--- config.mk ---
export PLATFORM = sky130hd
export DESIGN_NAME = iost_unit
export DESIGN_NICKNAME = d
export VERILOG_FILES = /design/src/core/iost_pkg.sv /design/src/core/iost_unit.sv
export SDC_FILE = /design/constraint.sdc
export NUM_CORES = 1
export LEC_CHECK = 0
export ABC_AREA = 1
export BUFFER_PORTS_ARGS = -buffer_cell sky130_fd_sc_hd__clkbuf_2
export CORE_MARGIN = 2
export CORE_UTILIZATION = 50
export DETAILED_ROUTE_END_ITERATION = 6
export GPL_TIMING_DRIVEN = 1
export PLACE_DENSITY = 0.76
export SETUP_SLACK_MARGIN = 0.3
export SYNTH_ARGS = -nofsm -noshare
export SYNTH_HDL_FRONTEND = slang
export SYNTH_SLANG_ARGS = --single-unit
--- constraint.sdc ---
create_clock -name core_clk -period 1.4 [get_ports core_clk]
set_input_delay 0 -clock core_clk [delete_from_list [all_inputs] [get_ports core_clk]]
set_output_delay 0 -clock core_clk [all_outputs]
set_load 0.02 [all_outputs]
--- src/core/iost_pkg.sv ---
package iost_pkg;
  // segment descriptor fields (bit 0 is the msb in the big-endian numbering)
  localparam int SD_TYPE_POS   = 31;
  localparam int SD_SKEY_POS   = 30;
  localparam int SD_UKEY_POS   = 29;
  localparam int SD_BUS_UNIT_IDENTIFIER_MSB   = 28;
  localparam int SD_BUS_UNIT_IDENTIFIER_LSB   = 20;
  localparam int SD_HIGH_MSB   = 3;
  localparam int SD_HIGH_LSB   = 0;
  localparam logic [8:0] BUS_UNIT_IDENTIFIER_MEM_FORCED = 9'h07F;
  localparam logic [2:0] ATTR_IO   = 3'h2;
  localparam logic [2:0] ATTR_MEMF = 3'h3;
  // cause bit five counted from the msb, the same numbering as the descriptor
  localparam int FAULT_CAUSE_BIT = 26;
  // register map on the plain port
  localparam logic [3:0] ADDR_SEGDESC = 4'h0;
  localparam logic [3:0] ADDR_STATUS  = 4'h4;
  localparam logic [3:0] ADDR_FAULT   = 4'h8;
  localparam logic [31:0] SEGDESC_RST = 32'h00000000;

  typedef enum logic [1:0] {OP_LOAD, OP_STORE, OP_FETCH} iost_kind_t;
  typedef enum logic [2:0] {IX_NORMAL, IX_RESERVE, IX_EXTCTL, IX_CACHEOP} iost_ixclass_t;

  typedef struct packed {
    logic [31:0]   logAddr;
    iost_kind_t    kind;
    iost_ixclass_t ixClass;
    logic          privState;
    logic          dataXlateEn;
  } iost_req_t;

  typedef struct packed {
    logic        valid;
    logic        addrOnly;
    logic        isSecond;
    logic [31:0] addr;
    logic [2:0]  attr;
  } iost_bus_t;
endpackage

--- src/core/iost_unit.sv ---
`timescale 1ns/1ns
// How it works
// - type bit one selects io translation
// - descriptor fields decoded at documented bit positions
// - block translation hit ignored for io
// - no page table lookup for io
// - two address only packets to controller
// - key chosen by privilege state bit
// - first packet carries descriptor bits three-31
// - second packet high bits plus address low
// - io attributes forced to 010
// - each bus transaction translated on its own
// - identifier 07F makes memory forced access
// - forced access skips protection, direct address
// - forced access attributes are 011
// - one descriptor maps whole 256 MB region
// - reserve/compare loads fault, cause bit five
// - external control ops flagged undefined
// - cache block ops become no-ops
module iost_unit
  import iost_pkg::*;
(
  input  wire logic        core_clk,    // 250 MHz clock
  input  wire logic        rst_n,       // sync reset, active low
  input  wire logic        reqValid,    // one access per pulse
  input  iost_req_t        req,         // access description
  input  wire logic        blockHit,    // block translation hit
  output logic             reqReady,    // may take a request
  output logic             pageWalk,    // page table search request
  output iost_bus_t        busOut,      // bus transaction
  output logic             dataFault,   // data access exception pulse
  output logic             undefResult, // result undefined pulse
  output logic             noOp,        // access dropped pulse
  input  wire logic [3:0]  regAddr,     // register address
  input  wire logic [31:0] regWdata,    // write data
  input  wire logic        regWr,       // write strobe
  input  wire logic        regRd,       // read strobe
  output logic [31:0]      regRdata     // read data, one cycle later
);

  typedef enum {S_IDLE, S_SECOND} iost_state_t;

  ////////////////////////////////////////////////////////////////////
  // descriptor decode, shared by the packet builders
  function automatic logic key_for(input logic [31:0] desc, input logic userMode);
    return userMode ? desc[SD_UKEY_POS] : desc[SD_SKEY_POS];
  endfunction

  // a 256 MB window: four descriptor bits over the 28 low address bits
  function automatic logic [31:0] direct_for(input logic [31:0] desc, input logic [31:0] la);
    return {desc[SD_HIGH_MSB:SD_HIGH_LSB], la[27:0]};
  endfunction

  function automatic logic [31:0] first_for(input logic [31:0] desc, input logic userMode);
    return {key_for(desc, userMode), 2'b00, desc[SD_BUS_UNIT_IDENTIFIER_MSB:0]};
  endfunction

  ////////////////////////////////////////////////////////////////////
  logic [31:0] segDesc_q, segDesc_d;
  logic [31:0] fault_q, fault_d;
  logic [31:0] rdata_q, rdata_d;
  iost_state_t state_q, state_d;
  iost_bus_t   bus_q, bus_d;
  logic [31:0] second_q, second_d;
  logic        pw_q, pw_d;
  logic        flt_q, flt_d;
  logic        und_q, und_d;
  logic        nop_q, nop_d;
  logic        rdy_q, rdy_d;
  logic [31:0] ioCnt_q, ioCnt_d;

  wire logic       isIo    = segDesc_q[SD_TYPE_POS];
  wire logic [8:0] bus_unit_identifier    = segDesc_q[SD_BUS_UNIT_IDENTIFIER_MSB:SD_BUS_UNIT_IDENTIFIER_LSB];
  wire logic       memForc = isIo && (bus_unit_identifier == BUS_UNIT_IDENTIFIER_MEM_FORCED);
  wire logic       keyBit  = key_for(segDesc_q, req.privState);
  wire logic       accept  = reqValid && (state_q == S_IDLE);
  wire logic [31:0] directAddr = direct_for(segDesc_q, req.logAddr);

  ////////////////////////////////////////////////////////////////////
  always_comb begin
    state_d  = state_q;
    bus_d    = '0;
    second_d = second_q;
    pw_d     = 1'b0;
    flt_d    = 1'b0;
    und_d    = 1'b0;
    nop_d    = 1'b0;
    // software write first, so a fault in the same cycle still sets its bit
    fault_d  = (regWr && regAddr == ADDR_FAULT) ? regWdata : fault_q;
    ioCnt_d  = ioCnt_q;
    unique case (state_q)
      S_IDLE: begin
        if (reqValid) begin
          if (!isIo) begin
            // non-io path: page walk unless block hit covers it
            if (req.ixClass == IX_EXTCTL && !req.dataXlateEn) begin
              // translation is off, so there is nothing to walk
              und_d = 1'b1;
            end else begin
              pw_d = !blockHit;
            end
          end else if (req.ixClass == IX_RESERVE) begin
            flt_d = 1'b1;
            fault_d[FAULT_CAUSE_BIT] = 1'b1;
          end else if (req.ixClass == IX_EXTCTL) begin
            und_d = 1'b1;
          end else if (req.ixClass == IX_CACHEOP) begin
            nop_d = 1'b1;
          end else if (memForc) begin
            // protection bypassed; key not consulted
            bus_d = '{valid: 1'b1, addrOnly: 1'b0, isSecond: 1'b0, addr: directAddr, attr: ATTR_MEMF};
          end else begin
            // blockHit ignored, no walk: controller checks key
            bus_d = '{valid: 1'b1, addrOnly: 1'b1, isSecond: 1'b0,
                      addr: first_for(segDesc_q, req.privState), attr: ATTR_IO};
            second_d = directAddr;
            state_d  = S_SECOND;
            ioCnt_d  = ioCnt_q + 32'h00000001;
          end
        end
      end
      S_SECOND: begin
        bus_d   = '{valid: 1'b1, addrOnly: 1'b1, isSecond: 1'b1, addr: second_q, attr: ATTR_IO};
        state_d = S_IDLE;
      end
    endcase
  end

  always_comb begin
    segDesc_d = segDesc_q;
    if (regWr && regAddr == ADDR_SEGDESC) begin
      segDesc_d = regWdata;
    end
    rdata_d = 32'h00000000;
    if (regRd) begin
      unique case (regAddr)
        ADDR_SEGDESC: rdata_d = segDesc_q;
        ADDR_STATUS:  rdata_d = ioCnt_q;
        ADDR_FAULT:   rdata_d = fault_q;
        default:      rdata_d = 32'h00000000;
      endcase
    end
  end

  always_ff @(posedge core_clk) begin
    if (!rst_n) begin
      fault_q   <= 32'h00000000;
      state_q   <= S_IDLE;
      bus_q     <= '0;
      second_q  <= 32'h00000000;
      pw_q      <= 1'b0;
      flt_q     <= 1'b0;
      und_q     <= 1'b0;
      nop_q     <= 1'b0;
      ioCnt_q   <= 32'h00000000;
    end else begin
      fault_q   <= fault_d;
      state_q   <= state_d;
      bus_q     <= bus_d;
      second_q  <= second_d;
      pw_q      <= pw_d;
      flt_q     <= flt_d;
      und_q     <= und_d;
      nop_q     <= nop_d;
      ioCnt_q   <= ioCnt_d;
    end
  end

  // register group: descriptor and the read port
  always_ff @(posedge core_clk) begin
    if (!rst_n) begin
      segDesc_q <= SEGDESC_RST;
      rdata_q   <= 32'h00000000;
    end else begin
      segDesc_q <= segDesc_d;
      rdata_q   <= rdata_d;
    end
  end

  // ready is registered so the second packet never meets a new access
  always_comb begin
    rdy_d = (state_d == S_IDLE);
  end

  always_ff @(posedge core_clk) begin
    if (!rst_n) begin
      rdy_q <= 1'b1;
    end else begin
      rdy_q <= rdy_d;
    end
  end

  assign reqReady    = rdy_q;
  assign busOut      = bus_q;
  assign pageWalk    = pw_q;
  assign dataFault   = flt_q;
  assign undefResult = und_q;
  assign noOp        = nop_q;
  assign regRdata    = rdata_q;

  ////////////////////////////////////////////////////////////////////
  a_second_follows: assert property (@(posedge core_clk) disable iff (!rst_n)
    bus_q.valid && bus_q.addrOnly && !bus_q.isSecond |=> bus_q.valid && bus_q.isSecond)
    else $error("second packet missing");
  a_io_attr_fixed: assert property (@(posedge core_clk) disable iff (!rst_n)
    bus_q.valid && bus_q.addrOnly |-> bus_q.attr == ATTR_IO)
    else $error("io attributes wrong");
  a_memf_attr: assert property (@(posedge core_clk) disable iff (!rst_n)
    bus_q.valid && !bus_q.addrOnly |-> bus_q.attr == ATTR_MEMF)
    else $error("forced attributes wrong");
  a_no_io_walk: assert property (@(posedge core_clk) disable iff (!rst_n)
    reqValid && state_q == S_IDLE && isIo |=> !pageWalk)
    else $error("walk on io segment");
  a_key_select: assert property (@(posedge core_clk) disable iff (!rst_n)
    reqValid && state_q == S_IDLE && isIo && !memForc && req.ixClass == IX_NORMAL
    |=> busOut.addr[31] == $past(keyBit))
    else $error("wrong key bit");
  a_fault_reserve: assert property (@(posedge core_clk) disable iff (!rst_n)
    reqValid && state_q == S_IDLE && isIo && req.ixClass == IX_RESERVE
    |=> dataFault && fault_q[FAULT_CAUSE_BIT] && !busOut.valid)
    else $error("reserve fault missing");
  a_cache_nop: assert property (@(posedge core_clk) disable iff (!rst_n)
    reqValid && state_q == S_IDLE && isIo && req.ixClass == IX_CACHEOP |=> noOp && !busOut.valid)
    else $error("cache op not dropped");
  a_second_addr: assert property (@(posedge core_clk) disable iff (!rst_n)
    bus_q.valid && bus_q.isSecond |-> bus_q.addr[27:0] == $past(req.logAddr[27:0], 2))
    else $error("second packet address wrong");
  a_second_high: assert property (@(posedge core_clk) disable iff (!rst_n)
    bus_q.valid && bus_q.isSecond |-> bus_q.addr[31:28] == $past(segDesc_q[SD_HIGH_MSB:SD_HIGH_LSB], 2))
    else $error("second packet high bits wrong");
  a_second_only_after: assert property (@(posedge core_clk) disable iff (!rst_n)
    bus_q.valid && bus_q.isSecond |-> $past(bus_q.valid && bus_q.addrOnly && !bus_q.isSecond))
    else $error("second packet without first");
  a_io_select: assert property (@(posedge core_clk) disable iff (!rst_n)
    accept && !isIo |=> !busOut.valid)
    else $error("bus cycle on a plain segment");
  a_plain_walk: assert property (@(posedge core_clk) disable iff (!rst_n)
    accept && !isIo && !blockHit && req.ixClass == IX_NORMAL |=> pageWalk)
    else $error("plain segment not walked");
  a_hit_ignored: assert property (@(posedge core_clk) disable iff (!rst_n)
    accept && isIo && !memForc && blockHit && req.ixClass == IX_NORMAL
    |=> busOut.valid && busOut.addrOnly && !pageWalk)
    else $error("block hit not ignored");
  a_key_super: assert property (@(posedge core_clk) disable iff (!rst_n)
    accept && isIo && !memForc && req.ixClass == IX_NORMAL && !req.privState
    |=> busOut.addr[31] == $past(segDesc_q[SD_SKEY_POS]))
    else $error("supervisor key not sent");
  a_key_user: assert property (@(posedge core_clk) disable iff (!rst_n)
    accept && isIo && !memForc && req.ixClass == IX_NORMAL && req.privState
    |=> busOut.addr[31] == $past(segDesc_q[SD_UKEY_POS]))
    else $error("user key not sent");
  a_first_fields: assert property (@(posedge core_clk) disable iff (!rst_n)
    accept && isIo && !memForc && req.ixClass == IX_NORMAL
    |=> busOut.addr[28:0] == $past(segDesc_q[SD_BUS_UNIT_IDENTIFIER_MSB:0]) && busOut.addr[30:29] == 2'b00)
    else $error("first packet fields wrong");
  a_one_answer: assert property (@(posedge core_clk) disable iff (!rst_n)
    $onehot0({busOut.valid, pageWalk, dataFault, undefResult, noOp}))
    else $error("more than one answer");
  a_pair_count: assert property (@(posedge core_clk) disable iff (!rst_n)
    bus_q.valid && bus_q.addrOnly && !bus_q.isSecond |-> ioCnt_q == $past(ioCnt_q) + 32'h00000001)
    else $error("pair count not advanced");
  a_forced_addr: assert property (@(posedge core_clk) disable iff (!rst_n)
    accept && memForc && req.ixClass == IX_NORMAL
    |=> busOut.valid && !busOut.addrOnly
        && busOut.addr == {$past(segDesc_q[SD_HIGH_MSB:SD_HIGH_LSB]), $past(req.logAddr[27:0])})
    else $error("forced address wrong");
  a_forced_single: assert property (@(posedge core_clk) disable iff (!rst_n)
    accept && memForc && req.ixClass == IX_NORMAL |=> reqReady && state_q == S_IDLE)
    else $error("forced access started a pair");
  a_ext_undef: assert property (@(posedge core_clk) disable iff (!rst_n)
    accept && isIo && req.ixClass == IX_EXTCTL |=> undefResult && !busOut.valid)
    else $error("external control not flagged");
  a_nop_quiet: assert property (@(posedge core_clk) disable iff (!rst_n)
    accept && isIo && req.ixClass == IX_CACHEOP |=> !pageWalk && !dataFault && !undefResult)
    else $error("cache op had an effect");
  a_ready_second: assert property (@(posedge core_clk) disable iff (!rst_n)
    state_q == S_SECOND |-> !reqReady)
    else $error("ready during second packet");
  a_fault_sticky: assert property (@(posedge core_clk) disable iff (!rst_n)
    $past(fault_q[FAULT_CAUSE_BIT]) && !$past(regWr && regAddr == ADDR_FAULT) |-> fault_q[FAULT_CAUSE_BIT])
    else $error("fault cause lost");
  a_fault_set_wins: assert property (@(posedge core_clk) disable iff (!rst_n)
    accept && isIo && req.ixClass == IX_RESERVE && regWr && regAddr == ADDR_FAULT
    |=> fault_q[FAULT_CAUSE_BIT])
    else $error("fault cause lost to write");

  ////////////////////////////////////////////////////////////////////
  // register port checks
  a_desc_write: assert property (@(posedge core_clk) disable iff (!rst_n)
    regWr && regAddr == ADDR_SEGDESC |=> segDesc_q == $past(regWdata))
    else $error("descriptor write lost");
  a_read_desc: assert property (@(posedge core_clk) disable iff (!rst_n)
    regRd && regAddr == ADDR_SEGDESC |=> regRdata == $past(segDesc_q))
    else $error("descriptor read wrong");
  a_read_window: assert property (@(posedge core_clk) disable iff (!rst_n)
    !$past(regRd) |-> regRdata == 32'h00000000)
    else $error("read data outside its cycle");
  a_status_readonly: assert property (@(posedge core_clk) disable iff (!rst_n)
    regWr && regAddr == ADDR_STATUS && !(accept && isIo && !memForc && req.ixClass == IX_NORMAL)
    |=> ioCnt_q == $past(ioCnt_q))
    else $error("status count written");

  // main scenarios
  c_io_pair: cover property (@(posedge core_clk) bus_q.valid && bus_q.isSecond);
  c_forced: cover property (@(posedge core_clk) bus_q.valid && !bus_q.addrOnly);
  c_fault: cover property (@(posedge core_clk) dataFault);
  c_undef: cover property (@(posedge core_clk) undefResult);
  c_nop: cover property (@(posedge core_clk) noOp);

endmodule // iost_unit

== Word level (Yosys, flattened, before mapping) ==
Index checks and enable logic that the tools add are counted.

* Bits of input ports: 81
* Output and inout bits: 75
* Word-level logic and storage cells: 75
* Bits in registers: 235

* $add $sub $neg: 1
* Bitwise logic cells: 8
* Equality and inequality tests: 7
* Mux-type cells: 27
* Reduce and logical (&&, ||, !) cells: 15

{| class="wikitable"
|+ Operators by type and width
! cell !! count
|-
| 32-bit 2-to-1 mux || 6
|-
| 38-bit 2-to-1 mux || 5
|-
| 32-bit one-hot mux with 3 select lines || 1
|-
| 38-bit one-hot mux with 2 select lines || 1
|-
| 32-bit zero test || 2
|-
| 32-bit one-hot mux with 2 select lines || 1
|-
| 37-bit 2-to-1 mux || 1
|-
| 32-bit by 1-bit adder with 32-bit output (second input constant) || 1
|-
| 32-bit by 1-bit equality test with 1-bit output (second input constant) || 1
|-
| 27-bit 2-to-1 mux || 1
|-
| 1-bit 2-to-1 mux || 11
|-
| 9-bit by 7-bit equality test with 1-bit output (second input constant) || 1
|-
| 1-bit NOT || 8
|-
| 7-bit AND reduction || 1
|-
| 3-bit by 2-bit equality test with 1-bit output (second input constant) || 2
|-
| 6-bit OR reduction || 1
|-
| 5-bit OR reduction || 1
|-
| 4-bit by 3-bit equality test with 1-bit output (second input constant) || 1
|-
| 4-bit equality test (second input constant) || 1
|-
| 1-bit logical AND || 4
|-
| 4-bit zero test || 1
|-
| 4-bit AND reduction || 1
|-
| 3-bit by 1-bit equality test with 1-bit output (second input constant) || 1
|-
| 3-bit AND reduction || 1
|-
| 2 further kinds || 3
|}

== Logic depth before layout (Yosys ltp) ==
Gate-level depths: netlist of run 1.

* Depth in word-level cells: 10
* Depth in mapped cells: 12
* Depth with buffers taken out: 12

== Worst setup path after synthesis of run 1 ==
OpenSTA, ideal clock, no wires.

* Kind: reg2reg
* From: register state_q[15]
* To: register ioCnt_q[20]
* Data required time: 1257 ps
* Period minus slack after synthesis: 1518 ps
* Path buffers: 1
* Setup slack: -118 ps
* Stages on the path, launching flop included: 12
* Data arrival time: 1375 ps
* Cell sequence: dfxtp_1 > nor2_1 > nand2_1 > nor2_2 > nand3_2 > nor2_4 > nand2_4 > nor2_8 > inv_2 > buf_6 > nand2_1 > a21oi_2

* Cells in the longest elaborated chain, start to end: 2

{| class="wikitable"
|+ RTL lines
! item !! line !! RTL
|-
| start, declared || iost_unit.sv:62 || <nowiki>iost_state_t state_q, state_d;</nowiki>
|-
| start signal, assigned || iost_unit.sv:158 || <nowiki>state_q <= state_d;</nowiki>
|-
| 32-bit zero test || iost_unit.sv:91 || <nowiki>unique case (state_q)</nowiki>
|-
| 7-bit AND reduction (no source line) || -- ||
|-
| end signal, assigned || iost_unit.sv:165 || <nowiki>ioCnt_q <= ioCnt_d;</nowiki>
|-
| end, declared || iost_unit.sv:70 || <nowiki>logic [31:0] ioCnt_q, ioCnt_d;</nowiki>
|}

No other way between the ends.
A chain may end at the register's enable or synchronous reset.

== Worst setup path in the final report of run 1 ==
* From: register state_q[13]
* To: register second_q[10]

* Cells in the longest elaborated chain, start to end: 2

{| class="wikitable"
|+ RTL lines
! item !! line !! RTL
|-
| 32-bit zero test || iost_unit.sv:91 ||
|-
| 7-bit AND reduction (no source line) || -- ||
|-
| end signal, assigned || iost_unit.sv:160 || <nowiki>second_q <= second_d;</nowiki>
|-
| end, declared || iost_unit.sv:64 || <nowiki>logic [31:0] second_q, second_d;</nowiki>
|}

No other way between the ends.

==> results of run 1 <==
-- cell type report --
| type | count | area, sq um | share of cell area (%) |
|---|---|---|---|
| Inverter | 147 | 567 | 3.98 |
| Timing Repair inverter | 1 | 11.3 | 0.0790 |
| Tap cell | 234 | 293 | 2.05 |
| Clock buffer | 38 | 724 | 5.08 |
| Timing Repair Buffer | 398 | 3110 | 21.8 |
| Clock inverter | 6 | 82.6 | 0.580 |
| Sequential cell | 233 | 4680 | 32.9 |
| Antenna cell | 1 | 2.50 | 0.0176 |
| Multi-Input combinational cell | 828 | 4780 | 33.5 |
-- per-stage QoR --
stage          hold WS, ns  instance area (sq um)  setup TNS (ns)
5_1_grt             0.0199                  14200          -50.96
6_report            0.0248                  14200          -42.90
4_1_cts            -0.0911                  13600          -17.19
2_1_floorplan       0.0787                   9880           -2.09
3_3_place_gp         0.246                  11900          -16.30
3_5_place_dp         0.251                  11900          -20.00
-- Yosys cell counts (19+ instances only) --
cell type,number,share of area (%)
dfxtp_1,233,49
o221ai_1,20,1.8
inv_1,140,5.5
o21ai_0,119,6.2
nand3_1,45,2.3
o22ai_1,23,1.5
nor2_1,113,4.4
nor3_1,36,1.9
xor2_1,19,1.7
nand2_1,282,11
a21oi_1,98,5.1
clkbuf_1,43,1.7
-- state kept, by name (all words and copies together), names as in the netlist --
| register | cells |
|---|---|
| busOut | 36 |
| fault_q | 32 |
| ioCnt_q | 32 |
| regRdata | 32 |
| second_q | 32 |
| segDesc_q | 32 |
| state_q | 32 |
| dataFault | 1 |
| noOp | 1 |
| pageWalk | 1 |
| reqReady | 1 |
| undefResult | 1 |
-- worst paths after layout --
path,end,slack (ns),cells after the start
setup reg to reg,second_q[10]$_SDFFE_PN0P_,-0.61,11
setup / recovery,second_q[10]$_SDFFE_PN0P_,-0.61,11
hold / removal,noOp$_SDFF_PP0_,0.02,5
hold reg to reg,state_q[20]$_SDFF_PN0_,0.44,2
-- per-layer routing --
layer  GRT usage [%]  up-vias  part of all wire, %
li1                -     4868                    -
met1            38.5     4892                   39
met2            51.2      574                   49
met3            5.00      135                  8.2
met4            9.17        0                  4.2
met5               0        -                    0
-- critical path, stage by stage, from the launching register on --
cell and delay [ns]:
dfxtp_2 0.33, nor2_2 0.13, nand2_1 0.11, nor2_2 0.17, nand3_2 0.14, nor2_4 0.19
buf_12 0.14, nand2_8 0.13, inv_4 0.13, buf_4 0.14, nor2_1 0.06, nor2_1 0.22
-- cell usage in the layout (no fill, tap or decap), drive strengths merged, types with 10 or more instances in the layout --
cell         Yosys  final
nand3           48     48
inv            146    148
a21oi          116    116
xor2            19     19
dlygate4sd3      0     69
nor2           120    120
buf             27    179
o211ai          10     10
o221ai          20     20
clkbuf          44    188
nor3            37     37
nand2          293    293
o22ai           23     23
dfxtp          233    233
o21ai          120    120
-- power groups by stage --
stage               combinational [uW]  sequential [uW]  clock [uW]
finish                             896             6700        6590
global route                       935             6700        6890
CTS                                792             6700        6590
detailed placement                 614             6840           0
global placement                   608             6840           0
floorplan                          303             6840           0
-- cell families after synthesis --
logic type,count (synthesis),synth area share [%]
buf+inv,218,9.31
compound gates,293,17.4
fa+ha+maj,1,0.130
xor+xnor,21,1.91
simple gates,510,22.4
flops,233,48.5
mux,2,0.208
other cells,1,0.0390
-- repair_timing --
item                       in CTS  in global routing
setup endpoints to repair     138                141
cloned                          1                  3
hold endpoints to repair      127                  1
setup buffers                   2                 14
pin swaps                      16                 10
resized for setup              71                116
==> impl_metrics.tcl, run 1 <==
set metrics [dict create \
    outcome "finished, violations left" \
    violations "setup timing" \
    drc 0 \
    cts_hold_buf 69 \
    netlist_instances 1279 \
    cts_buffer_depth 3 \
    row_count 50 \
    ys_seq_area_share_pct 48.5 \
    yosys.cell_types.count 41 \
    cp-startpoint "state_q[13]$_SDFF_PN0_" \
    p_switching_uw 3220 \
    path_class "reg -> reg" \
    clock_latency_ns 0.52 \
    fin_crit_sh_pct 144 \
    syn_nets 1361 \
    grt_pass1_wl_um 48600 \
    cp.required_ns 1.82 \
    critical_path.max_fanout 13 \
    relSlewSlack_pct 66.5 \
    reg2reg_from "state_q[13]$_SDFF_PN0_" \
    drive_gt1_share_pct 34.6 \
    comb_power_share_pct 6.3 \
    pwr-share-seq_pct 47.2 \
    synth_area_sq_mm 0.00961 \
    dr.pass1.iters 5 \
    peakVddDrop_mv 0.913 \
    maxCapViolCount 0 \
    htreeDepth 1 \
    p_leak_uw 0.00614 \
    fin_crit_ns 2.01 \
    cts_root_buffer "clkbuf_16" \
    synthFlopType "dfxtp_1" \
    setup_viol 122 \
    die_w_um 143 \
    ys_seq_elements 233 \
    numCtsBuffers 24 \
    grt_pass1_vias 9803 \
    clock.fmax_mhz 498 \
    finalHoldViolCount 0 \
    ys_warn_count 0 \
    vias 10469 \
    grt_max_degree 66 \
    core_sq_mm 0.0188 \
    syn-mean-instance-area_sq_um 7.51 \
    start_kind "register" \
    hp-start "req[4]" \
    power_frac_clock_pct 46.5 \
    via_per_inst 5.55 \
    pre_cts_ws_ns -0.265 \
    finalNonFillerCells 1886 \
    hp-class "in -> reg" \
    wire_per_inst_um 18.6 \
    overflow 0 \
    tightestPinTransition_ns 0.501 \
    ant_nets 0 \
    power.internal_uw 11000 \
    start_util_pct 51.2 \
    rsz0062_at_grt "yes" \
    fillCellCount 1243 \
    clk_pin_slew_ns 0.06 \
    numPortBuffers 148 \
    final_nets 1715 \
    synth-async-reset-ratio_pct 0 \
    io_pins 156 \
    fin_total_pwr_uw 14200 \
    cts_tree "yes" \
    die_h_um 143 \
    netSwitchingFraction_pct 22.7 \
    synth-edff-count 0 \
    dieArea_sq_mm 0.0203 \
    power_density_mw_per_mm2 996 \
    maxSlewViolCount 0 \
    antenna_found_initial 1 \
    grt.total_usage_pct 29.8 \
    wl_um 35000 \
    areaGrowthSynthToFinish_pct 48.2 \
    gp_congestion 0.945 \
    dp.cells 1752 \
    cts.sinks 233 \
    dpl.hpwl_um 20100 \
    fin_util_pct 75.9 \
    skew_ns 0.0103 \
    cp-end-kind "register" \
    cp.arrival_ns 2.43 \
    fin_ws_ns -0.609 \
    drt_iter0_drc 993 \
]
(Power assumes the default switching activity.)
==> inputs of run 2 (changes only) <==
Settings changed: TNS_END_PERCENT set to 10.
==> impl_metrics.tcl, run 2 (same netlist as run 1, synthesis figures left out) <==
set metrics [dict create \
    power_density_mw_per_mm2 1030 \
    p_leak_uw 0.00588 \
    setup_viol 113 \
    tightestPinTransition_ns 0.520 \
    drc 0 \
    start_kind "register" \
    drt_iter0_drc 649 \
    path_class "reg -> reg" \
    dieArea_sq_mm 0.0203 \
    die_w_um 143 \
    htreeDepth 1 \
    final_nets 1700 \
    outcome "finished, violations left" \
    fin_crit_ns 1.74 \
    layout_commonest_cell "nand2_1" \
    grt_max_degree 52 \
    vias 10043 \
    setup_tns_ns -25.42 \
    drive_gt1_share_pct 30.1 \
    overflow 0 \
    ant_nets 0 \
    core_sq_mm 0.0188 \
    dr.pass1.iters 5 \
    maxSlewViolCount 0 \
    hp-class "in -> reg" \
    grt_pass1_wl_um 47500 \
    areaGrowthSynthToFinish_pct 42.7 \
    antenna_found_initial 1 \
    io_pins 156 \
    fin_ws_ns -0.335 \
    cts.sinks 233 \
    numPortBuffers 148 \
    place_area_sq_mm 0.0116 \
    critical_path.max_fanout 29 \
    peakVddDrop_mv 0.783 \
    row_count 50 \
    numCtsBuffers 24 \
    rsz0062_at_grt "yes" \
    cts_buffer_depth 3 \
    largest_reg_flops 36 \
    clock.fmax_mhz 576 \
    fin_util_pct 73.1 \
    dpl.hpwl_um 20300 \
    grt.total_usage_pct 29.1 \
    maxCapViolCount 0 \
    violations "setup timing" \
    cp.required_ns 1.81 \
    die_h_um 143 \
    cts_root_buffer "clkbuf_16" \
    finalHoldViolCount 0 \
    fin_crit_sh_pct 124 \
    via_per_inst 5.37 \
    grt_pass1_vias 9522 \
    layout_common_cells "265 x nand2_1, 224 x dfxtp_1, 148 x clkbuf_2" \
    relSlewSlack_pct 65.3 \
    diodes 0 \
    gp_congestion 0.955 \
    cp.arrival_ns 2.14 \
    wl_um 31100 \
    cts_tree "yes" \
    cp-end-kind "register" \
    final_area_sq_mm 0.0137 \
    wire_per_inst_um 16.6 \
    clk_pin_slew_ns 0.06 \
    start_util_pct 51.2 \
    clock_latency_ns 0.52 \
    skew_ns 0.0102 \
]
[run 2: cell count changes in the layout (fill, tap and decap cells not counted), moves of 8 or more]
cell | previous run | this run
a21oi_1 | 85 | 94
a21oi_2 | 31 | 22
buf_6 | 18 | 10
nand2_1 | 231 | 265
nand2_2 | 50 | 23
o21ai_0 | 63 | 87
o21ai_2 | 29 | 10
o22ai_1 | 3 | 17
[run 2: what timing repair did]
action | 4_1_cts | 5_1_grt
endpoints found under the setup margin | 138 | 144
endpoints found under the hold margin | 126 | 2
gates resized for setup | 54 | 95
pin swaps | 17 | 25
hold buffers | 68 | 2
gates cloned | 3 | 1
buffers inserted | 5 | 2
[run 2: critical path, stage by stage, from the launching register on]
cell,delay (ns)
dfxtp_4,0.36
nor2_4,0.14
nand2_4,0.08
nor2_4,0.12
nand3_2,0.09
nor2_4,0.13
buf_6,0.14
nand2_8,0.09
buf_12,0.18
o21ai_0,0.21
a21oi_1,0.07
[run 2: cell type report]
cell class	instances	area, sq um
Fill cell	1346	5050
Timing Repair inverter	1	8.76
Clock inverter	11	120
Inverter	147	564
Multi-Input combinational cell	828	4400
Tap cell	234	293
Timing Repair Buffer	383	2950
Sequential cell	233	4680
Clock buffer	33	706
[run 2: path summary, 6_finish.rpt]
check	start	cells past startpoint	slack [ns]	end
max	state_q[11]$_SDFF_PN0_	10	-0.34	second_q[23]$_SDFFE_PN0P_
min	regWr	4	0.03	fault_q[23]$_SDFFE_PN0P_
max reg2reg	state_q[11]$_SDFF_PN0_	10	-0.34	second_q[23]$_SDFFE_PN0P_
min reg2reg	state_q[20]$_SDFF_PN0_	2	0.45	state_q[20]$_SDFF_PN0_
[run 2: stage by stage]
| step | setup slack [ns] | hold WS, ns | total power, uW | cells |
|---|---|---|---|---|
| 4_1_cts | -0.236 | -0.236 | 14100 | 1865 |
| 5_1_grt | -0.409 | 0.0146 | 14500 | 1870 |
| 2_1_floorplan | -0.0959 | 0.0787 | 7120 | 1279 |
| 6_report | -0.335 | 0.0255 | 14200 | 1870 |
| 3_3_place_gp | -0.260 | 0.172 | 7420 | 1745 |
| 3_5_place_dp | -0.323 | 0.175 | 7430 | 1745 |
[run 2: metal layers]
layer  wire [um]  vias up  GRT usage [%]
li1            -     4844              -
met1       13200     4682           38.8
met2       14700      437           48.9
met3        2330       80           4.56
met4         941        0           8.81
met5           0        -              0
[run 2: report_power, final]
part / leakage (uW) / internal (uW) / total (uW) / switching (uW)
logic: 0.00359 / 355 / 816 / 461
registers: 0.00188 / 6670 / 6690 / 19.8
clock network: 0.000406 / 3920 / 6650 / 2730
total: 0.00588 / 10900 / 14200 / 3210
